## config.mk

```make
export PLATFORM = sky130hd
export DESIGN_NAME = ccbfe_front_end_flat
export DESIGN_NICKNAME = d
export VERILOG_FILES = /design/src/design/ccbfe_pkg.sv /design/src/design/ccbfe_if.sv /design/src/design/ccbfe_front_end.sv /design/src/flat_wrapper.sv
export SDC_FILE = /design/constraint.sdc
export NUM_CORES = 1
export LEC_CHECK = 0
export BUFFER_PORTS_ARGS = -buffer_cell sky130_fd_sc_hd__buf_2
export CAP_MARGIN = 20
export CORE_AREA = 2 2 176 126
export DETAILED_ROUTE_END_ITERATION = 16
export DIE_AREA = 0 0 178 128
export PLACE_DENSITY = 0.63
export SLEW_MARGIN = 30
export SYNTH_ARGS = -nofsm -noshare
export SYNTH_HDL_FRONTEND = slang
export SYNTH_SLANG_ARGS = --single-unit
```

## constraint.sdc

```tcl
create_clock -name aclk -period 4.3 [get_ports aclk]
set_input_delay 0.215 -clock aclk [delete_from_list [all_inputs] [get_ports aclk]]
set_output_delay 0.215 -clock aclk [all_outputs]
set_load 0.005 [all_outputs]
```

## src/design/ccbfe_pkg.sv

```systemverilog
package ccbfe_pkg;
   // Guest strobe timing for the codec host port, in PCI clocks.
   localparam int START_STROBE_CYCLES = 12;
   localparam int START_RECOVERY_CYCLES = 3;
   // Codec memory address of the start command.
   localparam logic [9:0] START_CODEC_ADDR = 10'h000;
   // Settling times around host relay accesses, in PCI clocks.
   localparam int RELAY_DISABLE_WAIT = 15;
   localparam int RELAY_ENABLE_HOLD = 5;
   // AXI4-Lite register offsets of the codec-side model controller.
   localparam logic [3:0] REG_CTRL = 4'h0;
   localparam logic [3:0] REG_STATUS = 4'h4;
   localparam logic [3:0] REG_MASK = 4'h8;
   localparam logic [3:0] REG_COUNT = 4'hC;
   // Control register bit positions.
   localparam int CTRL_RUN = 0;
   localparam int CTRL_DIR = 1;
   localparam int CTRL_LEN_LSB = 8;
   localparam int CTRL_LEN_W = 16;
   localparam logic [31:0] CTRL_RESET = 32'h0000_0000;
   localparam logic [1:0] MASK_RESET = 2'h0;
   // Status event bits.
   localparam int EV_DONE = 0;
   localparam int EV_START = 1;
   // Link clock divider: half period in system clocks.
   localparam int LINK_HALF = 8;
   localparam int PTR_W = 8;
endpackage

```

## src/design/ccbfe_if.sv

```systemverilog
`timescale 1ns/1ps
`default_nettype none
interface ccbfe_if;
   logic double_video_clock;
   logic code_chip_select_n;
   logic code_block_signal_n;
   logic [7:0] code_from_codec;
   logic [7:0] code_to_codec;
   logic code_to_codec_oe;
   logic end_of_field_n;
   logic start_strobe_n;
   logic [2:0] start_guest_identity;
   logic [2:0] start_guest_register;
   logic [1:0] guest_address_lines;
   logic [7:0] guest_data_bus;
   modport front_end (
      input double_video_clock, code_chip_select_n, code_from_codec, end_of_field_n,
      output code_block_signal_n, code_to_codec, code_to_codec_oe, start_strobe_n,
      start_guest_identity, start_guest_register, guest_address_lines, guest_data_bus
   );
   modport codec (
      output double_video_clock, code_chip_select_n, code_from_codec, end_of_field_n,
      input code_block_signal_n, code_to_codec, code_to_codec_oe, start_strobe_n,
      start_guest_identity, start_guest_register, guest_address_lines, guest_data_bus
   );
endinterface
`default_nettype wire

```

## src/design/ccbfe_front_end.sv

```systemverilog
`timescale 1ns/1ps
`default_nettype none
module ccbfe_front_end #(
   parameter int DEPTH = 16,
   parameter logic [2:0] START_ID = 3'h0,
   parameter logic [2:0] START_REG = 3'h0
) (
   input wire logic aclk,
   input wire logic aresetn,
   ccbfe_if.front_end link,
   input wire logic decompress,
   input wire logic start_enable,
   input wire logic field_delivered,
   input wire logic [7:0] push_data,
   input wire logic push_valid,
   output logic push_ready,
   output logic [7:0] pop_data,
   output logic pop_valid,
   input wire logic pop_ready,
   output logic field_finished_flag,
   input wire logic field_finished_clear,
   output logic [$clog2(DEPTH):0] level
);
   localparam int AW = $clog2(DEPTH);
   initial begin
      if (DEPTH < 4 || (1 << AW) != DEPTH) $error("DEPTH must be a power of two, at least 4");
   end
   ////////////////////////////////////////////////////////////////////////////////
   logic [2:0] clk_sync;
   logic [1:0] cs_sync;
   logic [1:0] eof_sync;
   logic [7:0] data_s1;
   logic [7:0] data_s2;
   logic rise;
   always_ff @(posedge aclk) begin
      if (!aresetn) begin
         clk_sync <= 3'h0;
         cs_sync <= 2'h3;
         eof_sync <= 2'h3;
         data_s1 <= 8'h00;
         data_s2 <= 8'h00;
      end else begin
         clk_sync <= {clk_sync[1:0], link.double_video_clock};
         cs_sync <= {cs_sync[0], link.code_chip_select_n};
         eof_sync <= {eof_sync[0], link.end_of_field_n};
         data_s1 <= link.code_from_codec;
         data_s2 <= data_s1;
      end
   end
   // The link clock is oversampled; only rises after the second stage are seen.
   assign rise = clk_sync[1] & ~clk_sync[2];
   ////////////////////////////////////////////////////////////////////////////////
   logic [7:0] mem [DEPTH];
   logic [AW:0] wptr;
   logic [AW:0] rptr;
   logic [AW:0] fill;
   logic wr_en;
   logic rd_en;
   logic selected;
   assign selected = ~cs_sync[1];
   assign wr_en = decompress ? (push_valid && push_ready)
                             : (rise && selected && fill != (AW+1)'(DEPTH));
   assign rd_en = decompress ? (rise && selected && fill != '0)
                             : (pop_valid && pop_ready);
   always_ff @(posedge aclk) begin
      if (wr_en) begin
         mem[wptr[AW-1:0]] <= decompress ? push_data : data_s2;
      end
   end
   always_ff @(posedge aclk) begin
      if (!aresetn) begin
         wptr <= '0;
         rptr <= '0;
      end else begin
         if (wr_en) wptr <= wptr + 1'b1;
         if (rd_en) rptr <= rptr + 1'b1;
      end
   end
   assign fill = wptr - rptr;
   // The reported level is registered so that no path runs straight out to the port.
   always_ff @(posedge aclk) begin
      if (!aresetn) begin
         level <= '0;
      end else begin
         level <= fill;
      end
   end
   always_ff @(posedge aclk) begin
      if (!aresetn) begin
         push_ready <= 1'b0;
         pop_valid <= 1'b0;
         pop_data <= 8'h00;
      end else begin
         push_ready <= decompress && fill < (AW+1)'(DEPTH - 2);
         pop_valid <= !decompress && fill != '0 && !(pop_valid && pop_ready);
         pop_data <= mem[rptr[AW-1:0]];
      end
   end
   ////////////////////////////////////////////////////////////////////////////////
   // Compression raises busy with margin: the codec sees it one link cycle late,
   // and the synchronisers add more delay on top. Decompression waits for an empty
   // FIFO, since a byte held back there would never reach the codec.
   always_ff @(posedge aclk) begin
      if (!aresetn) begin
         link.code_block_signal_n <= 1'b1;
      end else if (decompress) begin
         link.code_block_signal_n <= (fill != '0);
      end else begin
         link.code_block_signal_n <= !(fill >= (AW+1)'(DEPTH - 3));
      end
   end
   always_ff @(posedge aclk) begin
      if (!aresetn) begin
         link.code_to_codec <= 8'h00;
         link.code_to_codec_oe <= 1'b0;
      end else begin
         link.code_to_codec_oe <= decompress && selected;
         if (rd_en && decompress) link.code_to_codec <= mem[rptr[AW-1:0]];
      end
   end
   always_ff @(posedge aclk) begin
      if (!aresetn) begin
         field_finished_flag <= 1'b0;
      end else if (!eof_sync[1]) begin
         field_finished_flag <= 1'b1;
      end else if (field_finished_clear) begin
         field_finished_flag <= 1'b0;
      end
   end
   ////////////////////////////////////////////////////////////////////////////////
   typedef enum logic [1:0] {ccbfe_idle, ccbfe_strobe, ccbfe_recover} ccbfe_go_t;
   ccbfe_go_t go_state;
   logic pending;
   logic [4:0] go_cnt;
   logic filled;
   logic filled_q;
   assign filled = fill >= (AW+1)'(DEPTH - 2);
   // In decompression only the rise of filled asks for a start, so a FIFO that stays full issues one.
   always_ff @(posedge aclk) begin
      if (!aresetn) begin
         filled_q <= 1'b0;
      end else begin
         filled_q <= filled;
      end
   end
   always_ff @(posedge aclk) begin
      if (!aresetn) begin
         pending <= 1'b0;
      end else if ((field_delivered && !decompress) || (decompress && filled && !filled_q)) begin
         pending <= 1'b1;
      end else if (go_state == ccbfe_idle && start_enable) begin
         pending <= 1'b0;
      end
   end
   always_ff @(posedge aclk) begin
      if (!aresetn) begin
         go_state <= ccbfe_idle;
         go_cnt <= 5'h00;
         link.start_strobe_n <= 1'b1;
         link.start_guest_identity <= 3'h0;
         link.start_guest_register <= 3'h0;
         link.guest_address_lines <= 2'h0;
         link.guest_data_bus <= 8'h00;
      end else begin
         case (go_state)
            ccbfe_idle: begin
               if (pending && start_enable) begin
                  go_state <= ccbfe_strobe;
                  go_cnt <= 5'(ccbfe_pkg::START_STROBE_CYCLES - 1);
                  link.start_strobe_n <= 1'b0;
                  link.start_guest_identity <= START_ID;
                  link.start_guest_register <= START_REG;
                  link.guest_address_lines <= ccbfe_pkg::START_CODEC_ADDR[9:8];
                  link.guest_data_bus <= 8'h00;
               end
            end
            ccbfe_strobe: begin
               if (go_cnt == 5'h00) begin
                  go_state <= ccbfe_recover;
                  go_cnt <= 5'(ccbfe_pkg::START_RECOVERY_CYCLES - 1);
                  link.start_strobe_n <= 1'b1;
               end else begin
                  go_cnt <= go_cnt - 5'h01;
               end
            end
            ccbfe_recover: begin
               if (go_cnt == 5'h00) go_state <= ccbfe_idle;
               else go_cnt <= go_cnt - 5'h01;
            end
            default: go_state <= ccbfe_idle;
         endcase
      end
   end
endmodule
`default_nettype wire

```

## src/flat_wrapper.sv

```systemverilog
// flat-port wrapper written by rule: the top's interface ports become plain ports
module ccbfe_front_end_flat 
#(
   parameter int DEPTH = 16,
   parameter logic [2:0] START_ID = 3'h0,
   parameter logic [2:0] START_REG = 3'h0
)
  (aclk, aresetn, decompress, start_enable, field_delivered, push_data, push_valid, push_ready, pop_data, pop_valid, pop_ready, field_finished_flag, field_finished_clear, level, link_double_video_clock, link_code_chip_select_n, link_code_from_codec, link_end_of_field_n, link_code_block_signal_n, link_code_to_codec, link_code_to_codec_oe, link_start_strobe_n, link_start_guest_identity, link_start_guest_register, link_guest_address_lines, link_guest_data_bus);
  ccbfe_if link_i ();
  input wire logic aclk;
  input wire logic aresetn;
  input wire logic decompress;
  input wire logic start_enable;
  input wire logic field_delivered;
  input wire logic [7:0] push_data;
  input wire logic push_valid;
  output logic push_ready;
  output logic [7:0] pop_data;
  output logic pop_valid;
  input wire logic pop_ready;
  output logic field_finished_flag;
  input wire logic field_finished_clear;
  output logic [$clog2(DEPTH):0] level;
  input wire logic [$bits(link_i.double_video_clock)-1:0] link_double_video_clock;
  input wire logic [$bits(link_i.code_chip_select_n)-1:0] link_code_chip_select_n;
  input wire logic [$bits(link_i.code_from_codec)-1:0] link_code_from_codec;
  input wire logic [$bits(link_i.end_of_field_n)-1:0] link_end_of_field_n;
  output wire logic [$bits(link_i.code_block_signal_n)-1:0] link_code_block_signal_n;
  output wire logic [$bits(link_i.code_to_codec)-1:0] link_code_to_codec;
  output wire logic [$bits(link_i.code_to_codec_oe)-1:0] link_code_to_codec_oe;
  output wire logic [$bits(link_i.start_strobe_n)-1:0] link_start_strobe_n;
  output wire logic [$bits(link_i.start_guest_identity)-1:0] link_start_guest_identity;
  output wire logic [$bits(link_i.start_guest_register)-1:0] link_start_guest_register;
  output wire logic [$bits(link_i.guest_address_lines)-1:0] link_guest_address_lines;
  output wire logic [$bits(link_i.guest_data_bus)-1:0] link_guest_data_bus;
  assign link_i.double_video_clock = link_double_video_clock;
  assign link_i.code_chip_select_n = link_code_chip_select_n;
  assign link_i.code_from_codec = link_code_from_codec;
  assign link_i.end_of_field_n = link_end_of_field_n;
  assign link_code_block_signal_n = link_i.code_block_signal_n;
  assign link_code_to_codec = link_i.code_to_codec;
  assign link_code_to_codec_oe = link_i.code_to_codec_oe;
  assign link_start_strobe_n = link_i.start_strobe_n;
  assign link_start_guest_identity = link_i.start_guest_identity;
  assign link_start_guest_register = link_i.start_guest_register;
  assign link_guest_address_lines = link_i.guest_address_lines;
  assign link_guest_data_bus = link_i.guest_data_bus;
  ccbfe_front_end #(.DEPTH(DEPTH), .START_ID(START_ID), .START_REG(START_REG)) u_core (.aclk(aclk), .aresetn(aresetn), .link(link_i), .decompress(decompress), .start_enable(start_enable), .field_delivered(field_delivered), .push_data(push_data), .push_valid(push_valid), .push_ready(push_ready), .pop_data(pop_data), .pop_valid(pop_valid), .pop_ready(pop_ready), .field_finished_flag(field_finished_flag), .field_finished_clear(field_finished_clear), .level(level));
endmodule
```

---- Word level (Yosys, flattened, before mapping) ----
Memory sizes are Yosys's and may differ from the RTL's. A register that Yosys moved wholly into a read port is not among the register bits.
Cells that the tools add are included.
operators by class
  add/subtract/negate cells ............... 4
  magnitude comparators ................... 3
  equal/unequal tests ..................... 8
  muxes and demuxes ....................... 23
  bitwise logic cells ..................... 3
  reduce and logical (&&, ||, !) cells .... 29
operator list
  cell                                                               number
  logical AND 1 bit                                                  15
  2-to-1 mux 5 bit                                                   3
  case mux 5 bit (3 select lines)                                    1
  2-to-1 mux 1 bit                                                   11
  adder 5 x 1 -> 5 bit, second input constant                        2
  greater-or-equal comparator 5 x 4 -> 1 bit, second input constant  2
  AND reduction 3 bit                                                3
  2-to-1 mux 4 bit                                                   2
  2-to-1 mux 8 bit                                                   1
  2-to-1 mux 2 bit                                                   3
  inequality test 2 bit, second input constant                       3
  case mux 2 bit (3 select lines)                                    1
  logical NOT 5 bit                                                  1
  < comparator 5 x 4 -> 1 bit, second input constant                 1
  inequality test 5 bit, second input constant                       1
  nonzero test 5 bit                                                 1
  subtractor 5 x 1 -> 5 bit, second input constant                   1
  subtractor 5 bit                                                   1
  logical NOT 1 bit                                                  4
  inequality test 2 x 1 -> 1 bit, second input constant              2
  nonzero test 2 bit                                                 2
  nonzero test 3 bit                                                 1
  equality test 2 x 1 -> 1 bit, second input constant                1
  equality test 2 bit, second input constant                         1
  5 further kinds                                                    6
word-level totals
  register bits after elaboration ......... 69
  RAM bits ................................ 128
  bits of input ports ..................... 27
  output and inout bits ................... 43
  memories kept ........................... 1
memory list
  memory      depth  bits a word  read ports  clocked after memory_dff  wr ports  line                   RTL
  u_core.mem  16     8            1           1                         1         ccbfe_front_end.sv:53  logic [7:0] mem [DEPTH];

---- Logic depth before layout (Yosys ltp) ----
Gate-level depths: netlist of run 1.
  word-level depth ........................ 7
  gate-level depth with buffers ........... 11
  mapped depth without buffers ............ 9

---- Worst setup path after synthesis of run 1 ----
Ideal clock, no wire load.
  path type ............................... reg2reg
  start ................................... register u_core.wptr[0]
  end ..................................... memory u_core.mem[0][0], enable pin
  library setup time ...................... 398 ps
  arrival time ............................ 3012 ps
  slack ................................... 890 ps
  stages on the path, launching flop included .. 11
  path through ............................ dfxtp_1 inv_1 ha_1 inv_1 fa_1 xor2_2 nand4b_1 a211oi_2 o31a_1 buf_6 nor4b_1
between the ends
  cells in the longest elaborated chain, start to end .. 6
ends and longest elaborated chain
  what                    line                   RTL
  start, declared         ccbfe_front_end.sv:54  logic [AW:0] wptr;
  start signal, assigned  ccbfe_front_end.sv:75  if (wr_en) wptr <= wptr + 1'b1;
  subtractor 5 bit        ccbfe_front_end.sv:79  assign fill = wptr - rptr;
  inequality test 5 bit   ccbfe_front_end.sv:62  : (rise && selected && fill != (AW+1)'(DEPTH));
  logical AND 1 bit       ccbfe_front_end.sv:62
  2-to-1 mux 1 bit        ccbfe_front_end.sv:61  assign wr_en = decompress ? (push_valid && push_ready)
  2-to-1 mux 1 bit        ccbfe_front_end.sv:66  if (wr_en) begin
  2-to-1 mux 1 bit        ccbfe_front_end.sv:67  mem[wptr[AW-1:0]] <= decompress ? push_data : data_s2;
  end, declared           ccbfe_front_end.sv:53
Parallel ways exist; a longest one is shown, timed or not.

---- Final worst setup path of run 1 ----
  start ................................... register u_core.wptr[0]
  end ..................................... memory u_core.mem[6][1], enable pin
Same word-level chain as after synthesis.

==> flow_metrics.tcl, run 1 <==
set metrics [dict create \
    cts_max_level 1 \
    synth_cell_types 58 \
    avgRoutedWirePerCell_um 20.0 \
    syn_inst 527 \
    hpwl_um 12000 \
    highest_layer "met4" \
    total_power_mw 3.93 \
    fin_nets 634 \
    finalCritPeriodShare_pct 82.9 \
    layout_commonest_cell "edfxtp_1" \
    cp.required_ps 4410 \
    fin_area_um2 9320 \
    cts_sinks 201 \
    ys_seq_area_share_pct 65.2 \
    fp.dieW_um 178 \
    status "finished, final reports clean" \
    rsz0062_at_grt "no" \
    cts_buffers 19 \
    grt_max_degree 83 \
    worst_pin_slew_ps 837 \
    gp_congestion 0.851 \
    path_class "reg2reg" \
    p_leak_nw 3.25 \
    rows 45 \
    vias 4590 \
    synth-xor-area-share_pct 0.415 \
    hold_viol 0 \
    placed_cell_area_um2 8610 \
    yosys.area_share.adder_pct 2.55 \
    grt_pass1_vias 4488 \
    multi_input_area_um2 2620 \
    path_clk_slew_ps 60 \
    clk_latency_ps 480 \
    drv_slew 0 \
    area.sequential_um2 5310 \
    grt_usage_pct 16.0 \
    crit_path_end_kind "flop" \
    ir_drop_v 0.000318 \
    worstPathMaxFanout 11 \
    syn_avg_cell_area_um2 15.4 \
    utilization_pct 43.9 \
    fmaxAchievable_mhz 281 \
    root_buffer "clkbuf_16" \
    syn2layout_area_growth_pct 14.4 \
    ys_warn_count 0 \
    wl_met3_um 1600 \
    synth-edff-count 128 \
    finalWirelength_um 17700 \
    grt_pass1_wl_um 27400 \
    numPlacedInstances 840 \
    post_cts_resized 0 \
    finClkSkew_ps 6.62 \
    fp.dieArea_um2 22800 \
    synthArstFlopShare_pct 0 \
    setup_slack_ps 736 \
    synth_compound_area_share_pct 4.30 \
    dr_wl_met2_um 7440 \
    layout_common_cells "edfxtp_1 (128), dfxtp_1 (72), buf_2 (53)" \
    cts.path.max_buffers 3 \
    cp.arrival_ps 3670 \
    drc 0 \
    num_antenna_cells 0 \
    final_cells 885 \
    cts_tree "yes" \
    dp_slack_ps 373 \
    ant_nets 0 \
    overflow 0 \
    drtIter0Drc 550 \
    finalWorstPathRequiredPeriod_ps 3560 \
    port_buffers 53 \
    wirelength_met1_um 8470 \
    antenna_found_initial 0 \
    setup_viol 0 \
    die_y_um 128 \
    setup_tns_ps 0 \
    viasPerCell 5.19 \
    ioPinCount 70 \
    start_util_pct 38.4 \
    drt_first_pass_iters 5 \
    fillers 1839 \
    yosys_most_used_dff "edfxtp_1" \
    hold_path_class "in2reg" \
    holdWs_ps 32.1 \
    ys_ff_latch 201 \
    slew_headroom_pct 43.8 \
    core-area_um2 21200 \
    critPathLaunchType "flop" \
    synth-simple-area-share_pct 10.1 \
    cap_violations 0 \
    synth_top_family_by_area "multiplexers" \
    netlist_area_um2 8140 \
    muxShareOfSynthArea_pct 13.5 \
    drive_gt1_share_pct 25.4 \
    power.density_nw_per_um2 422 \
]
[flip-flops by register name, summed over array words and instances, names as in the netlist, 3 cells and up, named ones only]
register / flops
u_core.clk_sync: 3
u_core.data_s1: 8
u_core.data_s2: 8
u_core.go_cnt: 5
u_core.level: 5
u_core.link.code_to_codec: 8
u_core.mem: 128
u_core.pop_data: 8
u_core.rptr: 5
u_core.wptr: 5
[worst max-delay path, stage by stage, from the launching register on]
cell      delay (ps)
dfxtp_1          360
inv_1            150
ha_1             190
inv_1             80
fa_1             490
xor2_2           280
nand4b_1         240
a211oi_2         160
o31a_1           430
buf_6            210
nor3b_2          600
[logic make-up after synthesis]
family | after synthesis
buffers and inverters | 57
XOR/XNOR | 3
AND/OR/NAND/NOR | 142
AO/OA/AOI/OAI | 48
flip-flops | 201
multiplexers | 59
other | 1
adder cells (fa/ha/maj) | 16
[Yosys cell counts (5+ instances only)]
cell	number	area, um^2
a21oi_1	9	45.0
and2_1	33	206
buf_1	5	18.8
buf_4	16	120
clkbuf_1	14	52.6
dfxtp_1	73	1460
edfxtp_1	128	3840
ha_1	15	188
inv_1	14	52.6
mux2_2	8	90.1
mux2i_1	11	110
mux4_2	40	901
nand2_1	36	135
nand2b_1	15	93.8
nand3_1	8	40.0
nor2_1	7	26.3
nor2b_1	6	37.5
nor3b_1	12	90.1
o21ai_0	10	50.1
o2bb2ai_1	8	70.1
[worst paths after layout]
check	from	to	slack [ps]	depth (start not counted)
min	field_finished_clear	u_core.field_finished_flag$_SDFFE_PN0P_	30	3
min reg2reg	u_core.eof_sync[0]$_SDFF_PN1_	u_core.eof_sync[1]$_SDFF_PN1_	410	1
max reg2reg	u_core.wptr[0]$_SDFFE_PN0P_	u_core.mem[6][1]$_DFFE_PP_	740	10
max	u_core.wptr[0]$_SDFFE_PN0P_	u_core.mem[6][1]$_DFFE_PP_	740	10
[cell type report]
cell class,instances,area share [%]
well taps,282,3.79
repair buffers,71,4.63
clock buffers,26,5.49
inverters,14,0.564
clock inverters,7,0.416
multi-input cells,284,28.1
flip-flops and latches,201,57.0
[report_power, final]
part | total (mW) | internal (mW) | switching, mW
sequential | 2.11 | 2.09 | 0.0229
clock | 1.52 | 0.836 | 0.686
combinational | 0.298 | 0.119 | 0.180
total | 3.93 | 3.05 | 0.888
[metal layers]
metal | up-vias | GRT usage [%]
met2 | 220 | 21.9
met5 | - | 0
met3 | 20 | 4.15
li1 | 2065 | -
met1 | 2285 | 25.3
met4 | 0 | 3.18
[timing repair]
item | in CTS | in global routing
endpoints found under the hold margin | 11 | 0
setup buffers | 0 | 0
setup endpoints to repair | 0 | 0
hold buffers | 11 | 0
Note: power is estimated with default switching activity, not from simulation.
==> run 2: changes to the inputs <==
- PLACE_DENSITY: 0.63 -> 0.65
- clock period: 4.3 -> 2.9 ns (I/O delays scaled with it)
==> flow_metrics.tcl, run 2 (same netlist as run 1, synthesis figures left out) <==
set metrics [dict create \
    finalWirelength_um 16600 \
    avgRoutedWirePerCell_um 18.0 \
    fmaxAchievable_mhz 356 \
    cts_sinks 201 \
    fp.dieW_um 178 \
    cts_max_level 1 \
    worstPathMaxFanout 8 \
    hpwl_um 11400 \
    start_util_pct 38.4 \
    num_antenna_cells 0 \
    overflow 0 \
    ant_nets 0 \
    drc 0 \
    ioPinCount 70 \
    drtIter0Drc 407 \
    syn2layout_area_growth_pct 22.5 \
    cts_tree "yes" \
    cap_violations 0 \
    finalWorstPathRequiredPeriod_ps 2810 \
    drive_gt1_share_pct 31.5 \
    layout_commonest_cell "edfxtp_1" \
    setup_tns_ps 0 \
    antenna_found_initial 0 \
    hold_path_class "in2reg" \
    rows 45 \
    worst_pin_slew_ps 798 \
    setup_viol 0 \
    root_buffer "clkbuf_16" \
    utilization_pct 47.0 \
    ir_drop_v 0.000471 \
    grt_max_degree 49 \
    gp_congestion 0.838 \
    core-area_um2 21200 \
    viasPerCell 4.99 \
    fp.dieArea_um2 22800 \
    grt_usage_pct 15.0 \
    grt_pass1_wl_um 26200 \
    largest_reg_flops 128 \
    cts_buffers 20 \
    slew_headroom_pct 46.8 \
    p_leak_nw 3.62 \
    cp.arrival_ps 2950 \
    hold_viol 0 \
    cts.path.max_buffers 3 \
    finClkSkew_ps 13.3 \
    fin_nets 668 \
    rsz0062_at_grt "no" \
    vias 4596 \
    status "finished, final reports clean" \
    crit_path_end_kind "flop" \
    finalCritPeriodShare_pct 96.8 \
    grt_pass1_vias 4601 \
    cp.required_ps 3050 \
    path_clk_slew_ps 60 \
    holdWs_ps 115 \
    die_y_um 128 \
    path_class "reg2reg" \
    drv_slew 0 \
    critPathLaunchType "flop" \
    drt_first_pass_iters 4 \
    clk_latency_ps 500 \
    power.density_nw_per_um2 642 \
    port_buffers 53 \
    layout_common_cells "edfxtp_1 (128), dfxtp_1 (70), buf_2 (53)" \
]
run 2: changes by cell type in the layout (fill, tap and decap cells not counted), sizes merged:
| cell | change |
|---|---|
| buf | +30 |
| clkbuf | -1 |
| bufinv | +4 |
| dlygate4sd3 | +3 |
run 2: layer usage:
| metal | vias to the layer above | global-route usage (%) | wire, um | part of all wire [%] |
|---|---|---|---|---|
| li1 | 2140 | - | - | - |
| met5 | - | 0 | 0 | 0 |
| met3 | 22 | 3.32 | 1010 | 6.1 |
| met1 | 2302 | 22.1 | 7960 | 48 |
| met4 | 0 | 2.60 | 251 | 1.5 |
| met2 | 132 | 23.3 | 7390 | 44 |
run 2: timing repair:
item	in CTS	in global routing
endpoints found under the setup margin	90	120
hold buffers	14	0
endpoints found under the hold margin	14	0
buffers inserted	3	3
resized for setup	3	14
pin swaps	4	3
cloned	1	0
run 2: worst max-delay path, stage by stage (launching register included):
cell and delay, ps:
dfxtp_2 320, inv_2 60, ha_4 120, inv_1 40
fa_2 550, nand2b_4 130, a2111o_1 150, a211oi_4 90
o31a_1 300, buf_6 140, buf_16 150, nor3b_4 410
run 2: cell type report:
class	instances	area (um^2)
well taps	282	353
clock buffers	25	561
fillers	1801	11300
repair buffers	104	798
flip-flops and latches	201	5310
multi-input cells	284	2740
inverters	14	52.6
clock inverters	11	158
run 2: power by group:
group	total [mW]	switching [mW]	internal (mW)
registers	3.13	0.0303	3.10
logic	0.468	0.268	0.200
clock network	2.80	1.07	1.73
run 2: path summary, 6_finish.rpt:
path / start / end / slack [ps] / depth (start not counted)
worst max-delay path: u_core.wptr[0]$_SDFFE_PN0P_ / u_core.mem[12][6]$_DFFE_PP_ / 90 / 11
worst max register to register: u_core.wptr[0]$_SDFFE_PN0P_ / u_core.mem[12][6]$_DFFE_PP_ / 90 / 11
worst min-delay path: pop_ready / u_core.pop_valid$_SDFF_PN0_ / 110 / 3
worst min register to register: u_core.eof_sync[0]$_SDFF_PN1_ / u_core.eof_sync[1]$_SDFF_PN1_ / 410 / 1
run 2: stage by stage:
| stage | area (um^2) | power, mW | setup slack (ps) | std cells |
|---|---|---|---|---|
| floorplan | 8300 | 3.51 | -89.5 | 542 |
| global placement | 8930 | 3.61 | -35.7 | 864 |
| detailed placement | 8930 | 3.64 | -109 | 864 |
| CTS | 9850 | 6.45 | -62.7 | 918 |
| global route | 9970 | 6.65 | 26.0 | 921 |
| finish | 9970 | 6.40 | 91.4 | 921 |
